===== src/verilog/rtc_defs.svh =====
/*
  Offsets, field positions, reset values and timing counts of the counter's
  interrupt, status, debug and trim registers. Assumes a 32-bit register bus
  with one aligned word per register: byte address is four times the index.
*/
`ifndef RTC_DEFS_SVH
`define RTC_DEFS_SVH

// ----------------------------------------------------------------------
// Register indices
// ----------------------------------------------------------------------
`define RTC_IDX_ENCLR   8'h06
`define RTC_IDX_ENSET   8'h07
`define RTC_IDX_FLAG    8'h08
`define RTC_IDX_STATUS  8'h0a
`define RTC_IDX_DEBUG   8'h0b
`define RTC_IDX_TRIM    8'h0c

// ----------------------------------------------------------------------
// Field positions and reset values
// ----------------------------------------------------------------------
`define RTC_BIT_OVERFLOW   7
`define RTC_BIT_SYNC_READY 6
`define RTC_BIT_MATCH1     1
`define RTC_BIT_MATCH0     0
`define RTC_BIT_BUSY       7
`define RTC_BIT_RUN_DEBUG  0
`define RTC_BIT_SIGN       7
`define RTC_RST_BYTE       8'h00

// ----------------------------------------------------------------------
// Timing counts
// ----------------------------------------------------------------------
`define RTC_SYNC_CYCLES 4'h4
`define RTC_CNT_DIV     8

`endif


===== src/verilog/rtc_pkg.sv =====
/*
  Types shared by the counter register block: counter mode and the bundle of
  counting-datapath events. Assumes nothing of its surroundings.
*/
package rtc_pkg;

  // ----------------------------------------------------------------------
  // Modes and events
  // ----------------------------------------------------------------------
  typedef enum logic [1:0] {
    RTC_COUNT32_MODE,
    RTC_COUNT16_MODE,
    RTC_CALENDAR_MODE
  } rtc_mode_t;

  typedef struct packed {
    logic       overflow;
    logic [1:0] compare_match_x;
    logic       alarm_match_zero;
  } rtc_evt_t;

endpackage : rtc_pkg


===== src/verilog/rtc_irq_regs.sv =====
/*
  Interrupt enable, interrupt flag, sync status, run-in-debug and frequency
  trim registers of a real-time counter, with the counter-clock tick divider,
  behind an AXI4-Lite slave. Assumes the counting datapath presents its events
  in the cycle in which counter_clock_o is high, and that mode, software reset
  and sync requests come from the control register outside this block.
*/
// Added by the designer: register access over AXI4-Lite.
// Summary of operation
// - In 16-bit mode a one written to a compare enable-set bit turns that enable on, a zero does nothing.
// - In calendar mode enable-set bits 7, 6 and 0 are overflow, sync-ready and alarm, set by ones, reset to zero.
// - The overflow flag rises on the counter tick after an overflow, in every mode.
// - The interrupt request is high in the cycle after some flag and its enable are both one.
// - Compare flags rise on the tick after a match: channel 0 in 32-bit mode, channels 0 and 1 in 16-bit mode.
// - In calendar mode the alarm flag, bit 0, rises on the tick after an alarm match.
// - The sync-ready flag rises when sync-in-progress falls, unless that sync came from enable or software reset.
// - Each flag clears when a one is written to it, a zero does nothing, and reset is zero.
// - Sync-in-progress, status bit 7, is one from the start of a register sync until it completes.
// - With run-in-debug zero the counter halts in debug mode; with it one, counting goes on.
// - A software reset leaves run-in-debug unchanged.
// - Trim sign zero lowers the counter frequency, one raises it.
// - Trim magnitude zero leaves the prescaler unchanged; 1 to 127 adjust it by that many ticks in 128.
// - A one written to the enable-clear register clears that enable, a zero does nothing.
`timescale 1ns/1ps
`include "rtc_defs.svh"

module rtc_irq_regs #(
  parameter int ADDR_W  = 12,
  parameter int CNT_DIV = `RTC_CNT_DIV
) (
  input  wire logic              aclk,
  input  wire logic              aresetn,
  input  wire logic [ADDR_W-1:0] awaddr,
  input  wire logic              awvalid,
  output logic                   awready,
  input  wire logic [31:0]       wdata,
  input  wire logic [3:0]        wstrb,
  input  wire logic              wvalid,
  output logic                   wready,
  output logic [1:0]             bresp,
  output logic                   bvalid,
  input  wire logic              bready,
  input  wire logic [ADDR_W-1:0] araddr,
  input  wire logic              arvalid,
  output logic                   arready,
  output logic [31:0]            rdata,
  output logic [1:0]             rresp,
  output logic                   rvalid,
  input  wire logic              rready,
  input  wire rtc_pkg::rtc_mode_t mode_i,
  input  wire rtc_pkg::rtc_evt_t  events_i,
  input  wire logic              swrst_i,
  input  wire logic              sync_start_i,
  input  wire logic              sync_quiet_i,
  input  wire logic              dbg_halt_i,
  output logic                   counter_clock_o,
  output logic                   irq_o
);
  import rtc_pkg::*;

  // ----------------------------------------------------------------------
  // Decoding helpers
  // ----------------------------------------------------------------------
  function automatic logic [7:0] mode_mask(input rtc_mode_t m);
    case (m)
      RTC_COUNT16_MODE: mode_mask = 8'hc3;
      default:          mode_mask = 8'hc1;
    endcase
  endfunction : mode_mask

  function automatic logic reg_hit(input logic [ADDR_W-1:0] a);
    reg_hit = (a[ADDR_W-1:10] == '0) && (a[1:0] == 2'h0) && (a[9:2] inside {`RTC_IDX_ENCLR,
              `RTC_IDX_ENSET, `RTC_IDX_FLAG, `RTC_IDX_STATUS, `RTC_IDX_DEBUG, `RTC_IDX_TRIM});
  endfunction : reg_hit

  // ----------------------------------------------------------------------
  // State
  // ----------------------------------------------------------------------
  logic              aw_full_q, aw_full_d, w_full_q, w_full_d;
  logic [ADDR_W-1:0] aw_addr_q, aw_addr_d;
  logic [7:0]        w_data_q, w_data_d;
  logic              w_lo_q, w_lo_d;
  logic              awready_d, wready_d, bvalid_d, arready_d, rvalid_d;
  logic [1:0]        bresp_d, rresp_d;
  logic [31:0]       rdata_d;
  logic [7:0]        en_q, en_d, flags_q, flags_d, dbg_q, dbg_d;
  logic [7:0]        trim_q, trim_d, trim_act_q, trim_act_d;
  logic              busy_q, busy_d, quiet_q, quiet_d, irq_d;
  logic [3:0]        sync_cnt_q, sync_cnt_d;
  logic [7:0]        div_q, div_d, lim, mask, flag_set, flag_clr, wr_idx;
  logic [6:0]        phase_q, phase_d;
  logic              tick_d, run, wr_do, wr_lo, sync_done;
  rtc_evt_t          pend_q, pend_d;

  assign mask      = mode_mask(mode_i);
  assign wr_do     = aw_full_q & w_full_q & ~bvalid;
  assign wr_idx    = aw_addr_q[9:2];
  assign wr_lo     = wr_do & w_lo_q & reg_hit(aw_addr_q);
  assign sync_done = busy_q & (sync_cnt_q == 4'h0);

  // ----------------------------------------------------------------------
  // AXI4-Lite slave
  // ----------------------------------------------------------------------
  always_comb begin
    aw_full_d = aw_full_q;
    aw_addr_d = aw_addr_q;
    w_full_d  = w_full_q;
    w_data_d  = w_data_q;
    w_lo_d    = w_lo_q;
    bvalid_d  = bvalid;
    bresp_d   = bresp;
    rvalid_d  = rvalid;
    rresp_d   = rresp;
    rdata_d   = rdata;
    if (awvalid && awready) begin
      aw_full_d = 1'b1;
      aw_addr_d = awaddr;
    end
    if (wvalid && wready) begin
      w_full_d = 1'b1;
      w_data_d = wdata[7:0];
      w_lo_d   = wstrb[0];
    end
    if (wr_do) begin
      aw_full_d = 1'b0;
      w_full_d  = 1'b0;
      bvalid_d  = 1'b1;
      bresp_d   = reg_hit(aw_addr_q) ? 2'h0 : 2'h2;
    end else if (bvalid && bready) begin
      bvalid_d = 1'b0;
    end
    if (arvalid && arready) begin
      rvalid_d = 1'b1;
      rresp_d  = reg_hit(araddr) ? 2'h0 : 2'h2;
      case (reg_hit(araddr) ? araddr[9:2] : 8'hff)
        `RTC_IDX_ENCLR, `RTC_IDX_ENSET: rdata_d = {24'h0, en_q & mask};
        `RTC_IDX_FLAG:   rdata_d = {24'h0, flags_q & mask};
        `RTC_IDX_STATUS: rdata_d = {24'h0, busy_q, 7'h00};
        `RTC_IDX_DEBUG:  rdata_d = {24'h0, dbg_q};
        `RTC_IDX_TRIM:   rdata_d = {24'h0, trim_q};
        default:         rdata_d = 32'h0;
      endcase
    end else if (rvalid && rready) begin
      rvalid_d = 1'b0;
    end
    awready_d = ~aw_full_d & ~bvalid_d;
    wready_d  = ~w_full_d & ~bvalid_d;
    arready_d = ~rvalid_d;
  end

  always_ff @(posedge aclk) begin
    if (!aresetn) begin
      aw_full_q <= 1'b0;
      aw_addr_q <= '0;
      w_full_q  <= 1'b0;
      w_data_q  <= 8'h00;
      w_lo_q    <= 1'b0;
      awready   <= 1'b0;
      wready    <= 1'b0;
      bvalid    <= 1'b0;
      bresp     <= 2'h0;
      arready   <= 1'b0;
      rvalid    <= 1'b0;
      rresp     <= 2'h0;
      rdata     <= 32'h0;
    end else begin
      aw_full_q <= aw_full_d;
      aw_addr_q <= aw_addr_d;
      w_full_q  <= w_full_d;
      w_data_q  <= w_data_d;
      w_lo_q    <= w_lo_d;
      awready   <= awready_d;
      wready    <= wready_d;
      bvalid    <= bvalid_d;
      bresp     <= bresp_d;
      arready   <= arready_d;
      rvalid    <= rvalid_d;
      rresp     <= rresp_d;
      rdata     <= rdata_d;
    end
  end

  // ----------------------------------------------------------------------
  // Enables, flags, sync status, debug and trim
  // ----------------------------------------------------------------------
  always_comb begin
    flag_set = 8'h00;
    flag_set[`RTC_BIT_OVERFLOW]   = counter_clock_o & pend_q.overflow;
    flag_set[`RTC_BIT_SYNC_READY] = sync_done & ~quiet_q;
    flag_set[`RTC_BIT_MATCH1]     = counter_clock_o & pend_q.compare_match_x[1];
    flag_set[`RTC_BIT_MATCH0]     = counter_clock_o & ((mode_i == RTC_CALENDAR_MODE) ?
                                 pend_q.alarm_match_zero :
                                 pend_q.compare_match_x[0]);
    flag_clr = (wr_lo && wr_idx == `RTC_IDX_FLAG) ? w_data_q : 8'h00;
    en_d       = en_q;
    dbg_d      = dbg_q;
    trim_d     = trim_q;
    trim_act_d = trim_act_q;
    busy_d     = busy_q;
    quiet_d    = quiet_q;
    sync_cnt_d = sync_cnt_q;
    // Set beats clear when both land in one cycle
    flags_d    = (flags_q & ~flag_clr) | (flag_set & mask);
    if (wr_lo && wr_idx == `RTC_IDX_ENSET) begin
      en_d = en_q | (w_data_q & mask);
    end
    if (wr_lo && wr_idx == `RTC_IDX_ENCLR) begin
      en_d = en_q & ~(w_data_q & mask);
    end
    if (wr_lo && wr_idx == `RTC_IDX_DEBUG) begin
      dbg_d = {7'h00, w_data_q[`RTC_BIT_RUN_DEBUG]};
    end
    if (sync_done) begin
      busy_d     = 1'b0;
      trim_act_d = trim_q;
    end else if (busy_q) begin
      sync_cnt_d = sync_cnt_q - 4'h1;
    end
    if (wr_lo && wr_idx == `RTC_IDX_TRIM) begin
      trim_d     = w_data_q;
      busy_d     = 1'b1;
      quiet_d    = 1'b0;
      sync_cnt_d = `RTC_SYNC_CYCLES - 4'h1;
    end else if (sync_start_i) begin
      busy_d     = 1'b1;
      quiet_d    = sync_quiet_i;
      sync_cnt_d = `RTC_SYNC_CYCLES - 4'h1;
    end
    if (swrst_i) begin
      en_d       = `RTC_RST_BYTE;
      flags_d    = `RTC_RST_BYTE;
      trim_d     = `RTC_RST_BYTE;
      trim_act_d = `RTC_RST_BYTE;
      busy_d     = 1'b0;
      quiet_d    = 1'b0;
      sync_cnt_d = 4'h0;
      dbg_d      = dbg_q;
    end
    irq_d = |(flags_q & en_q & mask);
  end

  always_ff @(posedge aclk) begin
    if (!aresetn) begin
      en_q       <= `RTC_RST_BYTE;
      flags_q    <= `RTC_RST_BYTE;
      dbg_q      <= `RTC_RST_BYTE;
      trim_q     <= `RTC_RST_BYTE;
      trim_act_q <= `RTC_RST_BYTE;
      busy_q     <= 1'b0;
      quiet_q    <= 1'b0;
      sync_cnt_q <= 4'h0;
      irq_o      <= 1'b0;
    end else begin
      en_q       <= en_d;
      flags_q    <= flags_d;
      dbg_q      <= dbg_d;
      trim_q     <= trim_d;
      trim_act_q <= trim_act_d;
      busy_q     <= busy_d;
      quiet_q    <= quiet_d;
      sync_cnt_q <= sync_cnt_d;
      irq_o      <= irq_d;
    end
  end

  // ----------------------------------------------------------------------
  // Counter clock prescaler with trim
  // ----------------------------------------------------------------------
  always_comb begin
    run = ~(dbg_halt_i & ~dbg_q[`RTC_BIT_RUN_DEBUG]);
    lim = 8'(CNT_DIV - 1);
    // The first magnitude-many ticks of every 128 are stretched or shortened by a cycle
    if (trim_act_q[6:0] > phase_q) begin
      lim = trim_act_q[`RTC_BIT_SIGN] ? lim - 8'h01 : lim + 8'h01;
    end
    div_d   = div_q;
    phase_d = phase_q;
    tick_d  = 1'b0;
    pend_d  = counter_clock_o ? events_i : pend_q;
    if (run) begin
      if (div_q >= lim) begin
        div_d   = 8'h00;
        tick_d  = 1'b1;
        phase_d = phase_q + 7'h01;
      end else begin
        div_d = div_q + 8'h01;
      end
    end
  end

  always_ff @(posedge aclk) begin
    if (!aresetn) begin
      div_q           <= 8'h00;
      phase_q         <= 7'h00;
      counter_clock_o <= 1'b0;
      pend_q          <= '0;
    end else begin
      div_q           <= div_d;
      phase_q         <= phase_d;
      counter_clock_o <= tick_d;
      pend_q          <= pend_d;
    end
  end
endmodule : rtc_irq_regs


===== config.mk =====
export PLATFORM = sky130hd
export DESIGN_NAME = rtc_irq_regs
export DESIGN_NICKNAME = d
export VERILOG_FILES = /design/src/verilog/rtc_pkg.sv /design/src/verilog/rtc_irq_regs.sv
export VERILOG_INCLUDE_DIRS = /design/src /design/src/verilog
export SDC_FILE = /design/constraint.sdc
export NUM_CORES = 1
export LEC_CHECK = 0
export ABC_AREA = 1
export BUFFER_PORTS_ARGS = -buffer_cell sky130_fd_sc_hd__buf_2
export CAP_MARGIN = 20
export CORE_ASPECT_RATIO = 1.5
export CORE_MARGIN = 5
export CORE_UTILIZATION = 50
export CTS_BUF_LIST = sky130_fd_sc_hd__clkbuf_4 sky130_fd_sc_hd__clkbuf_8 sky130_fd_sc_hd__clkbuf_16
export CTS_CLUSTER_DIAMETER = 120
export DETAILED_ROUTE_END_ITERATION = 6
export PLACE_DENSITY_LB_ADDON = 0.05
export SLEW_MARGIN = 20
export SYNTH_ARGS = -nofsm -noshare
export SYNTH_HDL_FRONTEND = slang
export SYNTH_SLANG_ARGS = --single-unit

===== constraint.sdc =====
create_clock -name aclk -period 6.05 [get_ports aclk]
set_clock_uncertainty 0.1 [all_clocks]
set_input_delay 0.605 -clock aclk [delete_from_list [all_inputs] [get_ports aclk]]
set_output_delay 0.605 -clock aclk [all_outputs]
set_load 0.05 [all_outputs]

==> out/metrics.cfg, run 1 <==
[status]
outcome = finished clean

[sta]
finalSetupTns_ns = 0
fin_crit_sh_pct = 50.7
slew_headroom_pct = 36.9
slew_viol_final = 0
clock.fmax_mhz = 326
whs_ns = 0.323
hold_viol_final = 0
period_minus_slack_ns = 3.07
rsz0062_at_grt = no
fin_ws_ns = 2.98
setup-violations-final = 0
tightest_slew_ns = 0.944

[logic_synthesis]
yosysWarnings = 0
synth_top_family_by_area = simple AND/OR/NAND/NOR gates
synth.distinct_cells = 38
muxShareOfSynthArea_pct = 0
postSynthAreaPerCell_sq_um = 7.50
yosys.area_share.simple_pct = 21.9
ys_seq_elements = 90
seq_area_frac_synth_pct = 43.1
synth_compound_area_share_pct = 16.1
yosysTopAreaCell = dfxtp_1
synth_cells = 558
synthTopCellsByArea = dfxtp_1, o21ai_0, nand2_1
synth_area_sq_um = 4180
synthXorXnorAreaFrac_pct = 1.67
synthAdderAreaFrac_pct = 4.49
synth_top_area_share_pct = 43.1

[setup_path]
startpoint = phase_q[2]
crit_arrival_ns = 3.20
endpoint_kind = register
crit_fanout = 7
regToRegStartpoint = phase_q[2]
start_kind = register
crit_required_ns = 6.18
critical_path_class = reg -> reg

[drt]
wire_per_inst_microns = 12.5
ant_nets = 0
drt_iter0_drc = 191
drt_first_pass_iters = 4
via_per_inst = 4.96
route.vias.total = 3641
routed_wl_microns = 9170
drc_errors = 0

[floorplan]
dieArea_sq_um = 10300
placementRows = 41
die_y_microns = 122
io_pins = 120
start_util_pct = 50.3
core_sq_um = 8310
die_width_microns = 84.7

[placed_design]
dp_hpwl_microns = 7170
place_ws_ns = 2.94
port_buffers = 66
gp_congestion = 0.848
placed_cell_area_sq_um = 4490
dp_cells = 718

[global_route]
grt_pass1_wl_microns = 15200
grt_remaining_overflow = 0
grt_usage_pct = 18.4
antenna_found_initial = 0
grt_max_degree = 39
grt_pass1_vias = 3424

[clocking]
clk_pin_slew_worst_paths_ns = 0.06
clkLatencyLatePin_ns = 0.34
htree_levels = 3
cts_root_buf = clkbuf_16
ctsResizeCount = 0
ctsHoldBuffers = 0
cts.path.max_buffers = 2
cts_tree = yes
cts_made_buffers = 9
cts_setup_buffers = 0
clock_sinks = 90

[cells_and_area]
utilization_pct = 58.0
syn_to_final_growth_pct = 15.3
final_cell_mix = dfxtp_1, nand2_1, nor2_1
diodes = 0
final_common_cell = dfxtp_1
drive_above_1_share_pct = 15.8
design_area_sq_um = 4820
final_cells = 734
nets = 714

[hold_path]
hp-class = reg -> reg
min_from = w_full_q

[pwr]
cellPowerDensity_nw_per_um2 = 292
finalPower_mw = 1.41
p_leak_nw = 2.12
ir_worst_vdd_uv = 173

[job]
cap_violations = 0

-- synth_stat cells --
cell / number
a32oi_1: 1
nor3_2: 1
nand3b_1: 1
nand3_2: 1
nor3_1: 14
a21o_1: 1
nor2_2: 2
o21bai_1: 1
nand2_2: 1
nor4_1: 3
inv_2: 3
nand4_1: 14
inv_1: 69
nor2_1: 70
buf_1: 2
o21a_1: 7
nor2_4: 1
clkbuf_1: 7
buf_2: 3
buf_4: 26
clkinv_1: 1
conb_1: 1
a21oi_2: 6
nand2_1: 73
nor3b_1: 2
nand3_1: 24
xnor2_1: 1
dfxtp_1: 90
xor2_1: 7
ha_1: 15
o211ai_1: 2
a31oi_1: 1
and2_1: 1
o21ai_0: 55
a21oi_1: 48
or2_2: 1
a211oi_1: 1
buf_6: 1
-- where the power goes --
part           internal [mW]  leakage, nW  switching (mW)  total, mW
clock                  0.374        0.155           0.230      0.604
combinational         0.0458         1.23           0.125      0.171
sequential             0.616        0.732          0.0156      0.631
-- final cells by class --
cell class                      count  area [sq um]
Inverter                           73           274
Clock inverter                      6          88.8
Tap cell                          107           134
Clock buffer                       10           239
Multi-Input combinational cell    381          1950
Timing Repair Buffer               67           338
Fill cell                         844          3490
Sequential cell                    90          1800
-- per-layer routing --
layer	vias to the layer above	routed length (microns)	GRT usage (%)
li1	1902	-	-
met1	1646	3610	19.7
met2	77	4870	34.0
met3	16	444	3.92
met4	0	240	8.61
met5	-	0	0
-- path summary, 6_finish.rpt --
check	to	slack, ns	cells after the start
max	phase_q[4]	2.98	19
min	wready	0.32	1
max reg2reg	phase_q[4]	2.98	19
min reg2reg	wready	0.32	1
-- sequential cells by signal, summed over array words and instances, names as in the netlist, 4 cells and up, named ones only --
register	count
sync_cnt_q	4
trim_q	8
w_data_q	8
aw_addr_q	12
flags_q	4
pend_q	4
trim_act_q	8
rdata	8
div_q	8
phase_q	7
-- worst max-delay path, cell delays in order (launching register included) --
cell and delay (ns):
dfxtp_1 0.36, inv_1 0.10, ha_1 0.29, a21oi_1 0.15, o21ai_0 0.12, a21oi_1 0.12, o21ai_0 0.11, a21o_1 0.19
nand3_1 0.09, inv_1 0.07, ha_1 0.28, inv_1 0.04, o21bai_1 0.12, nand3_1 0.08, nand4_1 0.07, nand2_1 0.14
nor3_1 0.32, nand2_1 0.09, nand2_1 0.07, a21oi_1 0.04
-- kinds of logic (layout without fill, tap and decap cells) --
logic type,Yosys count,count (layout)
adder cells (fa/ha/maj),15,15
other,1,26
AND/OR/NAND/NOR,209,209
XOR/XNOR,8,8
buffers and inverters,112,156
AO/OA/AOI/OAI,123,123
flip-flops,90,90
No activity file was read; power rests on OpenSTA's default activity.
==> run 2, diff against run 1 <==
--- a/config.mk
+++ b/config.mk
@@ -6,7 +6,7 @@
 export SDC_FILE = /design/constraint.sdc
 export NUM_CORES = 1
 export LEC_CHECK = 0
-export ABC_AREA = 1
+export ABC_AREA = 0
 export BUFFER_PORTS_ARGS = -buffer_cell sky130_fd_sc_hd__buf_2
 export CAP_MARGIN = 20
 export CORE_ASPECT_RATIO = 1.5
==> constraint.sdc (replaced) <==
create_clock -name aclk -period 3.05 [get_ports aclk]
set_clock_uncertainty 0.1 [all_clocks]
set_input_delay 0.305 -clock aclk [delete_from_list [all_inputs] [get_ports aclk]]
set_output_delay 0.305 -clock aclk [all_outputs]
set_load 0.05 [all_outputs]
==> run 2 against run 1 <==
Non-clock buffer count grew 3. Global-route usage decreased by 0.99 points. Clock power up 97%. First-iteration DRC count fell by 8.4%. Hold slack worse by 0.24 ns. Final area rose by 1.3%. Sequential power is 95% higher. Core utilization rose by 0.42 points. Synthesized cell count fell by 14%. Critical path depth fell by 8.
==> out/metrics.cfg, run 2 <==
[setup_path]
endpoint_kind = register
cp_num_buf_inv = 1  ; -2
crit_required_ns = 3.22  ; -2.96 ns
crit_arrival_ns = 2.99  ; -0.21 ns
crit_fanout = 12  ; +5
crit_chain = inv_1, ha_1, a2111oi_0, a21o_1, nor2_1, ha_1, a21o_1, a31oi_2, o21ai_4, nand2b_2, nor2_1
critical_path_class = reg -> reg
slowest_delay_ns = 0.40  ; +0.04 ns
critPathSlowestCell = a2111oi_0
start_kind = register
crit_family = compound AO/OA/AOI/OAI gates

[drt]
wire_per_inst_microns = 13.7  ; +10%
via_per_inst = 5.09  ; +2.6%
ant_nets = 0  ; unchanged
drt_iter0_drc = 175  ; -8.4%
drc_errors = 0  ; unchanged
drt_first_pass_iters = 4  ; unchanged
route.vias.total = 3314  ; -9.0%
routed_wl_microns = 8940  ; -2.5%

[sta]
whs_ns = 0.0796  ; -0.243 ns
clock.fmax_mhz = 355  ; +8.8%
setup-violations-final = 0  ; unchanged
tightest_slew_ns = 0.808  ; -0.136 ns
hold_viol_final = 0  ; unchanged
slew_viol_final = 0  ; unchanged
slew_headroom_pct = 46.2  ; +9.3 points
period_minus_slack_ns = 2.82  ; -0.248 ns
fin_ws_ns = 0.233  ; -2.75 ns
finalSetupTns_ns = 0  ; unchanged
rsz0062_at_grt = no
fin_crit_sh_pct = 92.3  ; +42 points

[global_route]
grt_pass1_vias = 3130  ; -8.6%
antenna_found_initial = 0  ; unchanged
grt_pass1_wl_microns = 14600  ; -4.2%
grt_usage_pct = 17.4  ; -0.99 points
grt_max_degree = 56  ; +44%
grt_remaining_overflow = 0  ; unchanged

[floorplan]
start_util_pct = 50.9  ; +0.51 points
die_width_microns = 85.3  ; +0.72%
dieArea_sq_um = 10500  ; +1.5%
placementRows = 41  ; unchanged
die_y_microns = 123  ; +0.75%
io_pins = 120  ; unchanged
core_sq_um = 8360  ; +0.62%

[clocking]
cts_tree = yes
htree_levels = 3  ; unchanged
cts.path.max_buffers = 2  ; unchanged
clock_sinks = 90  ; unchanged
clk_pin_slew_worst_paths_ns = 0.06  ; about the same
cts_root_buf = clkbuf_16
clkLatencyLatePin_ns = 0.33  ; about the same
cts_made_buffers = 9  ; unchanged

[placed_design]
gp_congestion = 0.806  ; -5.0%
place_ws_ns = 0.0250  ; -2.91 ns
port_buffers = 66  ; unchanged
dp_cells = 635  ; -12%
dp_hpwl_microns = 6840  ; -4.5%
placed_cell_area_sq_um = 4550  ; +1.3%

[cells_and_area]
final_cell_mix = dfxtp_1, nand2_1, buf_2
syn_to_final_growth_pct = 14.9
diodes = 0  ; unchanged
design_area_sq_um = 4890  ; +1.3%
final_cells = 651  ; -11%
final_common_cell = dfxtp_1
top_register = aw_addr_q
largest_register_ffs = 12  ; unchanged
nets = 631  ; -12%
utilization_pct = 58.4  ; +0.42 points
drive_above_1_share_pct = 18.8  ; +3.0 points

[pwr]
cellPowerDensity_nw_per_um2 = 547  ; +88%
finalPower_mw = 2.67  ; +90%
p_leak_nw = 1.99  ; -6.4%
ir_worst_vdd_uv = 333  ; +93%

[logic_synthesis]
synthTopCellsByArea = dfxtp_1, nand2_1, mux2i_1
synth_edf_count = 0  ; unchanged
async_flop_share_pct = 0  ; unchanged
synth_top_area_share_pct = 42.4  ; -0.70 points
synth_cells = 479  ; -14%
synthTopCellsByCount = dfxtp_1, nand2_1, buf_4
postSynthAreaPerCell_sq_um = 8.88  ; +18%
synth.distinct_cells = 58  ; +53%
seq_area_frac_synth_pct = 42.4  ; -0.70 points
yosysMostFrequentCell = dfxtp_1
yosysTopAreaCell = dfxtp_1
yosysWarnings = 0  ; unchanged
synth-main-ff-cell = dfxtp_1
ys_seq_elements = 90  ; unchanged
synth_area_sq_um = 4250  ; +1.6%

[hold_path]
hp-class = in -> reg

[status]
outcome = finished clean

[job]
cap_violations = 0  ; unchanged

run 2: cell count changes after synthesis, sizes merged, moves of 8 or more:
cell,before,now
nand3,25,10
a21boi,0,24
and3,0,9
nor3,15,5
a21oi,54,23
nand2,74,83
clkbuf,7,16
inv,72,13
nor2,73,25
nand2b,0,8
mux2i,0,20
nor2b,0,16
o21ai,55,8
run 2: worst reg2reg max path: stages, from the launching register on:
cell       delay, ns
dfxtp_1         0.31
inv_1           0.07
ha_1            0.31
a2111oi_0       0.40
a21o_1          0.23
nor2_1          0.07
ha_1            0.31
a21o_1          0.20
a31oi_2         0.19
o21ai_4         0.15
nand2b_2        0.28
nor2_1          0.14
run 2: power breakdown:
part | internal, mW | switching [mW]
registers | 1.20 | 0.0266
clock network | 0.746 | 0.444
logic | 0.0722 | 0.182
total | 2.02 | 0.652
run 2: logic make-up after synthesis:
logic type | count (synthesis) | share of synthesized area [%]
flops | 90 | 42.4
buf+inv | 60 | 8.00
other cells | 1 | 0.0882
fa+ha+maj | 15 | 4.41
compound gates | 86 | 14.1
xor+xnor | 13 | 2.68
simple gates | 191 | 22.9
mux | 23 | 5.50
run 2: path summary, 6_finish.rpt:
check / depth (start not counted) / slack, ns / start / end
min: 2 / 0.08 / sync_start_i / sync_cnt_q[3]
max reg2reg: 11 / 0.23 / phase_q[4] / div_q[4]
max: 11 / 0.23 / phase_q[4] / div_q[4]
min reg2reg: 2 / 0.35 / rdata[7] / rdata[7]
run 2: repair_timing:
action,4_1_cts,5_1_grt
hold buffers,0,0
endpoints found under the setup margin,0,12
resized for setup,0,2
setup buffers,0,0
run 2: per-layer routing:
| layer | part of all wire, % | global-route usage, % | routed length [microns] | vias to the layer above |
|---|---|---|---|---|
| met5 | 0 | 0 | 0 | - |
| met4 | 1.7 | 7.23 | 151 | 0 |
| met3 | 2.5 | 2.20 | 227 | 10 |
| met2 | 56 | 32.7 | 4990 | 46 |
| met1 | 40 | 19.5 | 3570 | 1532 |
| li1 | - | - | - | 1726 |
run 2: final cells by class:
class                           instances  area [sq um]
Fill cell                             802          3470
Multi-Input combinational cell        354          2210
Sequential cell                        90          1800
Timing Repair Buffer                   70           360
Clock buffer                           11           246
Tap cell                              107           134
Clock inverter                          5          77.6
Inverter                               14          52.6
